==> src/hw/sic_map.svh <==
/*
  Constants of the serial channel: reset values and bit timing counts.
  Assumes inclusion by bare name from the channel's design files.
*/
`ifndef SIC_MAP_SVH
`define SIC_MAP_SVH
`define SIC_DIV_RESET   8'h07
`define SIC_PRE_LAST    3'h7
`define SIC_UART_LAST   4'hF
`define SIC_SYNC_LAST   4'h1
`define SIC_UART_MID    4'h7
`define SIC_BIT_LAST    3'h7
`define SIC_TX_EMPTY_RESET 1'b1
`endif

==> src/hw/sic_pkg.sv <==
/*
  Types of the serial channel: transmitter and receiver states.
  Assumes nothing of its surroundings.
*/
package sic_pkg;
  typedef enum logic [2:0] {TX_IDLE, TX_START, TX_DATA, TX_PARITY, TX_STOP} sic_tx_state_type;
  typedef enum logic [2:0] {RX_IDLE, RX_START, RX_DATA, RX_PARITY, RX_STOP} sic_rx_state_type;
endpackage : sic_pkg

==> src/hw/sic_baud_divider.sv <==
/*
  Baud divider: counts the divisor down and pulses a tick at each count end.
  Assumes clk_i is the bus clock and that the divisor strobe is synchronous to it.
*/
`include "sic_map.svh"
module sic_baud_divider (
  input  wire logic       clk_i,
  input  wire logic       rst_i,
  input  wire logic       ce_i,
  input  wire logic       idle_i,
  input  wire logic       src_i,
  input  wire logic       div_wr_i,
  input  wire logic [7:0] div_i,
  output logic            tick_o
);
  logic [2:0] pre;
  logic [7:0] cnt;
  logic [7:0] cur;
  wire        src_en  = src_i ? (pre == `SIC_PRE_LAST) : 1'b1;
  wire        cnt_end = src_en && (cnt == 8'h00);
  wire        now_wr  = div_wr_i && idle_i;

  always_ff @(posedge clk_i or posedge rst_i) begin
    if (rst_i) begin
      pre    <= 3'h0;
      cnt    <= `SIC_DIV_RESET;
      cur    <= `SIC_DIV_RESET;
      tick_o <= 1'b0;
    end else if (ce_i) begin
      pre    <= pre + 3'h1;
      tick_o <= cnt_end;
      if (div_wr_i) cur <= div_i;
      if (now_wr) cnt <= div_i;
      else if (cnt_end) cnt <= div_wr_i ? div_i : cur;
      else if (src_en) cnt <= cnt - 8'h01;
    end
  end
endmodule : sic_baud_divider

==> src/hw/sic_serial_channel.sv <==
/*
  Serial channel with clocked serial mode and UART mode, receive flags and
  transfer controller requests. Control and status are plain ports.
  Assumes one bus clock, rxd_i asynchronous, and strobes one cycle wide.
*/
// Notes on behaviour
// Software changes mode, divisor and source only with both enables cleared.
// Clocked serial bit rate from the bus clock stays at or below 2 Mbps.
// In UART mode with bus clock source the divisor is at least seven.
// A divisor write takes effect after the running count, immediately when idle.
// For back-to-back sends, load the next word before the current ends.
// Clocked serial receive shifts only while the transmitter sends a word.
// With the pin selector at one, the dummy word appears on the output pin.
// For back-to-back clocked receive, load the next dummy word early.
// The transfer controller is set up before serial traffic starts.
// A word completing while the buffer is full flags overrun and is dropped.
// After overrun reception continues, status stays set, nothing reaches the buffer.
// Only clearing the receive enable clears overrun and restarts reception.
// Clocked mode after overrun: buffer reads do not clear receive finished.
// UART mode exposes status, finished, error sum, overrun, parity, framing.
// Without overrun, a buffer read or enable clear clears finished and errors.
// After overrun, finished and errors clear only by clearing the enable.
// Transmit request stands while the buffer is empty and transmit is enabled.
// Receive request follows receive finished, suppressed after an overrun.
// Finished sets on buffer load; error sum ORs overrun, parity, framing.
`include "sic_map.svh"
module sic_serial_channel (
  input  wire logic       clk_i,
  input  wire logic       rst_i,
  input  wire logic       ce_i,
  input  wire logic       clocked_serial_mode_i,
  input  wire logic       tx_en_i,
  input  wire logic       rx_en_i,
  input  wire logic       div_src_i,
  input  wire logic       div_wr_i,
  input  wire logic [7:0] div_i,
  input  wire logic       parity_en_i,
  input  wire logic       parity_odd_i,
  input  wire logic       pin_sel_i,
  input  wire logic       txbuf_wr_i,
  input  wire logic [7:0] txbuf_data_i,
  input  wire logic       rxbuf_rd_i,
  input  wire logic       rxd_i,
  output logic            txd_o,
  output logic            txd_oe_n_o,
  output logic            sclk_o,
  output logic [7:0]      rx_data_o,
  output logic            tx_buf_empty_o,
  output logic            rx_status_o,
  output logic            rx_finished_o,
  output logic            err_sum_o,
  output logic            overrun_o,
  output logic            parity_err_o,
  output logic            framing_err_o,
  output logic            dma_tx_req_o,
  output logic            dma_rx_req_o
);
  sic_pkg::sic_tx_state_type tx_state;
  sic_pkg::sic_tx_state_type next_tx_state;
  sic_pkg::sic_rx_state_type rx_state;
  sic_pkg::sic_rx_state_type next_rx_state;
  logic       tick;
  logic       rxd_m;
  logic       rxd_s;
  logic       rxd_d;
  logic [7:0] tx_buf;
  logic [7:0] tx_shift;
  logic       tx_par;
  logic [3:0] tcnt;
  logic [2:0] tbit;
  logic [7:0] rx_shift;
  logic [3:0] rcnt;
  logic [2:0] rbit;
  logic       rx_perr;

  sic_baud_divider u_div (
    .clk_i    (clk_i),
    .rst_i    (rst_i),
    .ce_i     (ce_i),
    .idle_i   (!tx_en_i && !rx_en_i),
    .src_i    (div_src_i),
    .div_wr_i (div_wr_i),
    .div_i    (div_i),
    .tick_o   (tick)
  );

  wire sync_mode = clocked_serial_mode_i;
  wire tx_last   = tcnt == (sync_mode ? `SIC_SYNC_LAST : `SIC_UART_LAST);
  // Starting only on a tick keeps the first bit a full bit long, at the cost of
  // up to one tick of extra idle line between words.
  wire tx_start  = tick && tx_state == sic_pkg::TX_IDLE && tx_en_i && !tx_buf_empty_o;
  wire tx_step   = tick && tx_state != sic_pkg::TX_IDLE && tx_last;
  wire in_data   = tx_state == sic_pkg::TX_DATA;
  wire sync_smp  = sync_mode && rx_en_i && tick && in_data && tcnt == 4'h0;
  wire sync_done = sync_smp && tbit == `SIC_BIT_LAST;
  wire rx_fall   = rxd_d && !rxd_s;
  wire rx_step   = tick && rcnt == (rx_state == sic_pkg::RX_START ? `SIC_UART_MID
                                                                  : `SIC_UART_LAST);
  wire uart_done = rx_step && rx_state == sic_pkg::RX_STOP;
  wire word_done = sync_done || uart_done;
  wire [7:0] word_data = sync_mode ? {rxd_s, rx_shift[7:1]} : rx_shift;
  wire accept    = rx_en_i && word_done && !rx_finished_o && !overrun_o;
  wire ovr_evt   = word_done && (rx_finished_o || overrun_o);
  wire clear_rd  = rxbuf_rd_i && !overrun_o;
  wire next_txd  = tx_state == sic_pkg::TX_START ? 1'b0 :
                   in_data ? tx_shift[0] :
                   tx_state == sic_pkg::TX_PARITY ? tx_par : 1'b1;
  wire next_sclk = !(sync_mode && in_data && tcnt == 4'h0);
  wire next_tx_empty = txbuf_wr_i ? 1'b0 : (tx_start ? 1'b1 : tx_buf_empty_o);
  wire next_finished = rx_en_i && (accept || (rx_finished_o && !clear_rd));
  wire next_overrun  = rx_en_i && (overrun_o || ovr_evt);
  wire next_perr = rx_en_i && (accept ? (!sync_mode && parity_en_i && rx_perr)
                                      : (parity_err_o && !clear_rd));
  wire next_ferr = rx_en_i && (accept ? (!sync_mode && !rxd_s)
                                      : (framing_err_o && !clear_rd));
  wire rx_active = rx_state != sic_pkg::RX_IDLE || (sync_mode && in_data);
  wire next_status = rx_en_i && (next_overrun || rx_active);

  always_comb begin
    next_tx_state = tx_state;
    unique case (tx_state)
      sic_pkg::TX_IDLE:   if (tx_start) next_tx_state = sync_mode ? sic_pkg::TX_DATA
                                                              : sic_pkg::TX_START;
      sic_pkg::TX_START:  if (tx_step) next_tx_state = sic_pkg::TX_DATA;
      sic_pkg::TX_DATA:   if (tx_step && tbit == `SIC_BIT_LAST) begin
        next_tx_state = sync_mode ? sic_pkg::TX_IDLE
                             : (parity_en_i ? sic_pkg::TX_PARITY : sic_pkg::TX_STOP);
      end
      sic_pkg::TX_PARITY: if (tx_step) next_tx_state = sic_pkg::TX_STOP;
      sic_pkg::TX_STOP:   if (tx_step) next_tx_state = sic_pkg::TX_IDLE;
      default:            next_tx_state = sic_pkg::TX_IDLE;
    endcase
  end

  // The receiver watches the line only in UART mode; clocked mode rides the transmitter.
  always_comb begin
    next_rx_state = rx_state;
    unique case (rx_state)
      sic_pkg::RX_IDLE:   if (!sync_mode && rx_fall) next_rx_state = sic_pkg::RX_START;
      sic_pkg::RX_START:  if (rx_step) next_rx_state = rxd_s ? sic_pkg::RX_IDLE
                                                              : sic_pkg::RX_DATA;
      sic_pkg::RX_DATA:   if (rx_step && rbit == `SIC_BIT_LAST) begin
        next_rx_state = parity_en_i ? sic_pkg::RX_PARITY : sic_pkg::RX_STOP;
      end
      sic_pkg::RX_PARITY: if (rx_step) next_rx_state = sic_pkg::RX_STOP;
      sic_pkg::RX_STOP:   if (rx_step) next_rx_state = sic_pkg::RX_IDLE;
      default:            next_rx_state = sic_pkg::RX_IDLE;
    endcase
    if (!rx_en_i) next_rx_state = sic_pkg::RX_IDLE;
  end

  always_ff @(posedge clk_i or posedge rst_i) begin
    if (rst_i) begin
      rxd_m <= 1'b1;
      rxd_s <= 1'b1;
      rxd_d <= 1'b1;
    end else if (ce_i) begin
      rxd_m <= rxd_i;
      rxd_s <= rxd_m;
      rxd_d <= rxd_s;
    end
  end

  always_ff @(posedge clk_i or posedge rst_i) begin
    if (rst_i) begin
      tx_state <= sic_pkg::TX_IDLE;
      tx_buf   <= 8'h00;
      tx_shift <= 8'h00;
      tx_par   <= 1'b0;
      tcnt     <= 4'h0;
      tbit     <= 3'h0;
    end else if (ce_i) begin
      tx_state <= next_tx_state;
      if (txbuf_wr_i) tx_buf <= txbuf_data_i;
      if (tx_start) begin
        tx_shift <= tx_buf;
        tx_par   <= ^tx_buf ^ parity_odd_i;
        tcnt     <= 4'h0;
        tbit     <= 3'h0;
      end else if (tick && tx_state != sic_pkg::TX_IDLE) begin
        tcnt <= tx_last ? 4'h0 : tcnt + 4'h1;
        if (tx_step && in_data) begin
          tx_shift <= {1'b1, tx_shift[7:1]};
          tbit     <= tbit + 3'h1;
        end
      end
    end
  end

  always_ff @(posedge clk_i or posedge rst_i) begin
    if (rst_i) begin
      rx_state <= sic_pkg::RX_IDLE;
      rx_shift <= 8'h00;
      rcnt     <= 4'h0;
      rbit     <= 3'h0;
      rx_perr  <= 1'b0;
    end else if (ce_i) begin
      rx_state <= next_rx_state;
      if (sync_smp) rx_shift <= {rxd_s, rx_shift[7:1]};
      if (rx_state == sic_pkg::RX_IDLE || rx_step) rcnt <= 4'h0;
      else if (tick) rcnt <= rcnt + 4'h1;
      if (rx_state == sic_pkg::RX_IDLE) begin
        rbit    <= 3'h0;
        rx_perr <= 1'b0;
      end else if (rx_step && rx_state == sic_pkg::RX_DATA) begin
        rx_shift <= {rxd_s, rx_shift[7:1]};
        rbit     <= rbit + 3'h1;
      end else if (rx_step && rx_state == sic_pkg::RX_PARITY) begin
        rx_perr <= rxd_s ^ (^rx_shift) ^ parity_odd_i;
      end
    end
  end

  // Flags: a word finishing in the cycle of a clearing read is dropped as an overrun; the read still clears finished and the errors.
  always_ff @(posedge clk_i or posedge rst_i) begin
    if (rst_i) begin
      txd_o          <= 1'b1;
      txd_oe_n_o     <= 1'b1;
      sclk_o         <= 1'b1;
      rx_data_o      <= 8'h00;
      tx_buf_empty_o <= `SIC_TX_EMPTY_RESET;
      rx_status_o    <= 1'b0;
      rx_finished_o  <= 1'b0;
      err_sum_o      <= 1'b0;
      overrun_o      <= 1'b0;
      parity_err_o   <= 1'b0;
      framing_err_o  <= 1'b0;
      dma_tx_req_o   <= 1'b0;
      dma_rx_req_o   <= 1'b0;
    end else if (ce_i) begin
      txd_o          <= next_txd;
      txd_oe_n_o     <= !pin_sel_i;
      sclk_o         <= next_sclk;
      if (accept) rx_data_o <= word_data;
      tx_buf_empty_o <= next_tx_empty;
      rx_status_o    <= next_status;
      rx_finished_o  <= next_finished;
      overrun_o      <= next_overrun;
      parity_err_o   <= next_perr;
      framing_err_o  <= next_ferr;
      err_sum_o      <= next_overrun || next_perr || next_ferr;
      dma_tx_req_o   <= next_tx_empty && tx_en_i;
      dma_rx_req_o   <= next_finished && !next_overrun;
    end
  end
endmodule : sic_serial_channel

==> config.mk <==
export PLATFORM = sky130hd
export DESIGN_NAME = sic_serial_channel
export DESIGN_NICKNAME = d
export VERILOG_FILES = /design/src/hw/sic_pkg.sv /design/src/hw/sic_baud_divider.sv /design/src/hw/sic_serial_channel.sv
export VERILOG_INCLUDE_DIRS = /design/src /design/src/hw
export SDC_FILE = /design/constraint.sdc
export NUM_CORES = 1
export LEC_CHECK = 0
export BUFFER_PORTS_ARGS = -buffer_cell sky130_fd_sc_hd__buf_2
export CORE_UTILIZATION = 35
export DETAILED_ROUTE_END_ITERATION = 10
export GPL_TIMING_DRIVEN = 0
export PLACE_DENSITY_LB_ADDON = 0.08
export SYNTH_ARGS = -nofsm -noshare
export SYNTH_HDL_FRONTEND = slang
export SYNTH_SLANG_ARGS = --single-unit
==> constraint.sdc <==
create_clock -name clk_i -period 6.1 [get_ports clk_i]
set_clock_uncertainty 0.15 [all_clocks]
set_input_delay 1.22 -clock clk_i [delete_from_list [all_inputs] [get_ports clk_i]]
set_output_delay 1.22 -clock clk_i [all_outputs]
set_load 0.02 [all_outputs]
==> results.py, run 1 <==
metrics = {
    "status": {
        "status": "finished, final reports clean",
    },
    "timing": {
        "clock.fmax_mhz": 328,
        "fin_crit_ps": 3050,
        "setup_viol": 0,
        "slew_violations": 0,
        "rsz0062_at_grt": "no",
        "fin_setup_tns_ps": 0,
        "tightest_slew_ps": 795,
        "period_share": 0.500,
        "holdWs_ps": 332,
        "max_slew_margin": 0.469,
        "hold_viol": 0,
    },
    "critical_path": {
        "arrival_ps": 3150,
        "cp_cell_sequence": "clkbuf_1 -> and4bb_1 -> and4_1 -> o211ai_1 -> buf_2 -> nand2_1 -> o21ai_0",
        "critical_path_buf_inv_count": 2,
        "rrSetupSlack_ps": 3450,
        "reg2reg_from": "u_div.cnt[0]",
        "criticalPathCategory": "input pin to flip-flop",
        "cp-end-kind": "flip-flop",
        "cpPeakStageDelay_ps": 620,
        "critPathLaunchType": "input pin",
        "worst_path_dominant_cell_family": "compound AO/OA/AOI/OAI gates",
        "critPathSlowestCell": "o211ai_1",
        "timing.rr.end": "u_div.cnt[7]",
        "required_ps": 6200,
        "path_max_fanout": 10,
        "cp-startpoint": "clocked_serial_mode_i",
        "rr_worst_depth": 7,
    },
    "die": {
        "core_um2": 13400,
        "fp.dieH_um": 120,
        "die_w_um": 120,
        "start_util": 0.364,
        "rows": 42,
        "boundaryPins": 50,
        "die_area_um2": 14400,
    },
    "clocking": {
        "post_cts_buffers": 0,
        "cts_resized": 0,
        "numCtsBuffers": 9,
        "cts_sinks": 89,
        "cts_max_path_buffers": 2,
        "cts-htree-levels": 3,
        "cts_hold_buf": 0,
        "cts_root_buf": "clkbuf_16",
        "tritoncts": "done",
        "insertion_delay_ps": 340,
        "clk_pin_slew_worst_paths_ps": 70,
    },
    "global_route": {
        "grt_usage": 0.177,
        "grt_max_degree": 70,
        "grt_antenna_before_repair": 0,
        "overflow": 0,
        "grt.busiest_layer": "met2",
        "met2_usage": 0.266,
        "use_met3": 0.0280,
        "grt_pass1_vias": 3794,
        "grt_pass1_wl_um": 19800,
        "use_met1": 0.253,
    },
    "synthesis": {
        "synthFlopType": "dfrtp_1",
        "ys_seq_area_frac": 0.460,
        "yosysTopAreaCellShare": 0.390,
        "netlist_instances": 475,
        "syn_area_um2": 4880,
        "synth_edf_count": 0,
        "syn_avg_cell_area_um2": 10.3,
        "synth_seq_cells": 89,
        "netlist_top_cells_area": "dfrtp_1, mux2_2, dfstp_2",
        "async_reset_ff_frac": 1.00,
        "ys_warn_count": 0,
        "synth.largest_area_cell": "dfrtp_1",
        "syn_nets": 515,
        "synth_cell_types": 66,
    },
    "final_layout": {
        "final_layout_size_suffix_gt1_frac": 0.246,
        "areaGrowthSynthToFinish_pct": 16.2,
        "diodes": 0,
        "fill_cells": 1334,
        "finalNetCount": 575,
    },
    "power": {
        "ir_drop_mv": 0.120,
        "power.density_nw_per_um2": 304,
        "p_leak_nw": 2.43,
    },
    "routing": {
        "drtPass1Iterations": 4,
        "wl_per_cell_um": 16.4,
        "vias": 3788,
        "wl_um": 11700,
        "viasPerCell": 5.29,
        "drcViolationCount": 0,
        "drt_iter0_drc": 197,
        "ant_nets": 0,
    },
    "flow_run": {
        "max_cap_violations": 0,
    },
    "worst_hold_path": {
        "hp-class": "flip-flop to flip-flop",
        "hold_path_end": "tbit[0]",
        "hold_depth": 1,
        "hold_path.startpoint": "tbit[0]",
    },
    "placement": {
        "dpl.hpwl_um": 8350,
        "place_congestion": 0.803,
        "io_buffers": 48,
    },
}
## worst register-to-register path: cells and delay by family (launching register included)
| family | cells | cell delay (ps) |
|---|---|---|
| simple gates | 3 | 1200 |
| flops | 1 | 390 |
| mux | 1 | 360 |
| compound gates | 1 | 230 |
| fa+ha+maj | 1 | 170 |
| buf+inv | 1 | 60 |
## per-layer routing
metal / share of wire / wire length [µm]
met1: 0.50 / 5870
met2: 0.44 / 5190
met3: 0.040 / 470
met4: 0.017 / 203
met5: 0 / 0
## power by group
part | internal [mW] | leakage [nW] | switching, mW
sequential | 0.684 | 1.13 | 0.0691
clock | 0.341 | 0.143 | 0.229
combinational | 0.182 | 1.16 | 0.216
total | 1.21 | 2.43 | 0.515
## per-stage QoR
step / setup slack (ps) / cells / area (µm²) / utilization / power, mW
floorplan: 2440 / 475 / 4880 / - / 1.06
global placement: 1170 / 699 / 5340 / 0.398 / 1.16
detailed placement: 2700 / 700 / 5370 / 0.401 / 1.17
CTS: 3070 / 716 / 5670 / 0.423 / 1.74
global route: 2890 / 716 / 5670 / 0.423 / 1.83
finish: 3050 / 716 / 5670 / 0.423 / 1.72
## flip-flops by register name, indices dropped and copies added (netlist names), 4 cells and up
| register | count |
|---|---|
| rx_shift | 8 |
| u_div.cnt | 8 |
| tx_shift | 8 |
| rcnt | 4 |
| tx_buf | 8 |
| tcnt | 4 |
| u_div.cur | 8 |
| rx_data_o | 8 |
## logic make-up after synthesis
| family | share of synthesized area |
|---|---|
| buffers and inverters | 0.0415 |
| XOR/XNOR | 0.0431 |
| AND/OR/NAND/NOR | 0.145 |
| flip-flops | 0.460 |
| multiplexers | 0.120 |
| adder cells (fa/ha/maj) | 0.0256 |
| AO/OA/AOI/OAI | 0.164 |
## synthesized netlist by cell type (4+ instances only)
cell       instances
a31oi_1            8
mux2i_1           18
inv_1             18
xor2_1             5
nand2_1           32
ha_1              10
nand3_1            9
and3_1             4
or3_1              4
o2bb2ai_1          4
nor2_1            35
mux2_2            36
o21ai_0           39
buf_2              6
dfstp_2           13
dfrtp_1           76
nor3_1            13
xnor2_1           19
a21oi_1           25
clkbuf_1          16
nor3b_1            4
o21a_1             5
a22o_1             5
## how the worst max path moves through the flow
stage,endpoint,slack [ps],cells after the start
3_5_place_dp,rx_finished_o,2700,6
5_1_grt,rx_data_o[3],2890,7
3_3_place_gp,rcnt[0],1170,2
6_report,rx_data_o[3],3050,7
4_1_cts,rx_finished_o,3070,6
2_1_floorplan,dma_rx_req_o,2440,1
## placed cells by master, fill, tap and decap left out, types with 18 or more instances in the layout
cell and n:
xnor2_1 19, nor2_1 35, mux2i_1 18, o21ai_0 39, dfrtp_1 76, clkbuf_1 19
buf_2 54, a21oi_1 25, nand2_1 32, mux2_2 36
## final cells by class
type	count	area [µm²]	area share
Inverter	18	70.1	0.0124
Clock inverter	2	37.5	0.00662
Sequential cell	89	2240	0.396
Tap cell	176	220	0.0388
Buffer	27	135	0.0238
Clock buffer	14	264	0.0466
Timing Repair Buffer	49	268	0.0472
Multi-Input combinational cell	341	2430	0.429
Power figures use the tool's default switching activity.
==> inputs of run 2 (changes only) <==
==> constraint.sdc (replaced) <==
create_clock -name clk_i -period 2.4 [get_ports clk_i]
set_clock_uncertainty 0.15 [all_clocks]
set_input_delay 0.48 -clock clk_i [delete_from_list [all_inputs] [get_ports clk_i]]
set_output_delay 0.48 -clock clk_i [all_outputs]
set_load 0.02 [all_outputs]
==> run 2 against run 1 <==
Setup slack worse by 3000 ps. Critical path depth unchanged. Power rose to 2.5 times the previous value. Sequential cell count unchanged. Die area unchanged. Utilization up 0.51 points. Register-to-register slack worse by 3400 ps. Routed wire length up 1.0%. Sequential share of layout area down 0.47 points. Critical endpoint is now u_div.cnt[3]. Largest power group unchanged.
==> results.py, run 2 (synthesis results as in run 1) <==
metrics = {
    "critical_path": {
        "path_max_fanout": 6,
        "timing.rr.end": "u_div.cnt[3]",
        "rrSetupSlack_ps": 90,
        "required_ps": 2510,
        "criticalPathCategory": "flip-flop to flip-flop",
        "cp-startpoint": "u_div.cnt[0]",
        "cp-end-kind": "flip-flop",
        "arrival_ps": 2420,
        "critPathLaunchType": "flip-flop",
        "reg2reg_from": "u_div.cnt[0]",
        "rr_worst_depth": 7,
    },
    "routing": {
        "wl_per_cell_um": 16.4,
        "vias": 3822,
        "drcViolationCount": 0,
        "drt_iter0_drc": 186,
        "wl_um": 11900,
        "viasPerCell": 5.30,
        "drtPass1Iterations": 5,
        "ant_nets": 0,
    },
    "die": {
        "boundaryPins": 50,
        "die_area_um2": 14400,
        "core_um2": 13400,
        "die_w_um": 120,
        "fp.dieH_um": 120,
        "rows": 42,
        "start_util": 0.364,
    },
    "final_layout": {
        "finalNetCount": 580,
        "multi_input_area_um2": 2470,
        "fill_cells": 1360,
        "register_area_um2": 2240,
        "final_cell_mix": "dfrtp_1, buf_2, o21ai_0",
        "diodes": 0,
        "mostFrequentLayoutCell": "dfrtp_1",
        "final_layout_size_suffix_gt1_frac": 0.268,
        "areaGrowthSynthToFinish_pct": 17.6,
        "final_cells": 721,
    },
    "clocking": {
        "numCtsBuffers": 9,
        "cts-htree-levels": 3,
        "insertion_delay_ps": 350,
        "cts_sinks": 89,
        "cts_max_path_buffers": 2,
        "cts_root_buf": "clkbuf_16",
        "clk_pin_slew_worst_paths_ps": 70,
        "tritoncts": "done",
    },
    "timing": {
        "fin_crit_ps": 2310,
        "setup_viol": 0,
        "fin_setup_tns_ps": 0,
        "hold_viol": 0,
        "period_share": 0.961,
        "tightest_slew_ps": 830,
        "max_slew_margin": 0.445,
        "clock.fmax_mhz": 434,
        "slew_violations": 0,
    },
    "placement": {
        "place_congestion": 0.812,
        "dpl.hpwl_um": 8410,
        "io_buffers": 48,
        "dp.cells": 701,
    },
    "global_route": {
        "grt_antenna_before_repair": 0,
        "grt_pass1_wl_um": 19800,
        "overflow": 0,
        "grt_max_degree": 41,
        "grt_pass1_vias": 3704,
        "grt_usage": 0.178,
    },
    "power": {
        "power.density_nw_per_um2": 753,
        "ir_drop_mv": 0.519,
        "p_leak_nw": 2.46,
    },
    "worst_hold_path": {
        "hp-class": "input pin to flip-flop",
        "hold_path_end": "txd_oe_n_o",
        "hold_path.startpoint": "pin_sel_i",
        "hold_depth": 2,
    },
    "status": {
        "status": "finished, final reports clean",
    },
    "flow_run": {
        "max_cap_violations": 0,
    },
}
-- run 2: cell count changes in the layout (fill, tap and decap cells not counted), moves of 2 or more --
cell        before  now
buf_12           0    2
buf_4            0    2
clkbuf_1        19   15
clkbuf_2         0    2
clkinv_4         0    2
clkinvlp_4       1    3
-- run 2: metal layers --
layer  vias up  wire length (µm)  track usage  part of all wire
met2        79              5110        0.255              0.43
met4         0               181       0.0539             0.015
met1      1873              6060        0.257              0.51
met3        11               503       0.0485             0.042
li1       1859                 -            -                 -
met5         -                 0            0                 0
-- run 2: power breakdown --
group	internal, mW	leakage [nW]	switching [mW]	total (mW)
combinational	0.478	1.20	0.559	1.04
clock	0.738	0.132	0.628	1.37
sequential	1.74	1.13	0.180	1.92
total	2.95	2.46	1.37	4.32
-- run 2: worst max-delay path by stage --
stage / end / slack, ps / cells after the start
after floorplan: u_div.cnt[3] / 50 / 7
after global placement: u_div.cnt[3] / -270 / 7
after detailed placement: rx_finished_o / -300 / 6
after CTS: u_div.cnt[3] / 20 / 7
after global routing: u_div.cnt[7] / -10 / 7
final: u_div.cnt[3] / 90 / 7
-- run 2: stage by stage --
stage | power, mW | hold slack, ps | cell area, µm² | worst slack [ps] | util
after floorplan | 2.70 | 298 | 4880 | 49.8 | -
after global placement | 2.94 | 317 | 5340 | -271 | 0.399
after detailed placement | 2.97 | 310 | 5380 | -303 | 0.402
after CTS | 4.37 | 112 | 5710 | 16.3 | 0.426
after global routing | 4.58 | 129 | 5740 | -11.4 | 0.428
final | 4.32 | 128 | 5740 | 93.6 | 0.428
-- run 2: worst max-delay path: stages (launching register included) --
cell and delay [ps]:
dfstp_2 400, inv_1 60, ha_1 180, or3b_4 420, nor4_4 200, and2_4 230, mux2_2 330, a211oi_1 240
-- run 2: area by class of cell --
type	instances	area share
sequential	89	0.391
buffer	27	0.0240
tap	176	0.0384
clock inverter	5	0.00719
clock buffer	11	0.0423
timing repair buffer	54	0.0552
inverter	18	0.0124
multi-input combinational	341	0.430
-- run 2: what timing repair did --
action	in CTS	in global routing
buffers inserted	2	1
setup endpoints to repair	14	7
resized for setup	4	9
hold buffers	1	0
pin swaps	2	2
endpoints found under the hold margin	7	0
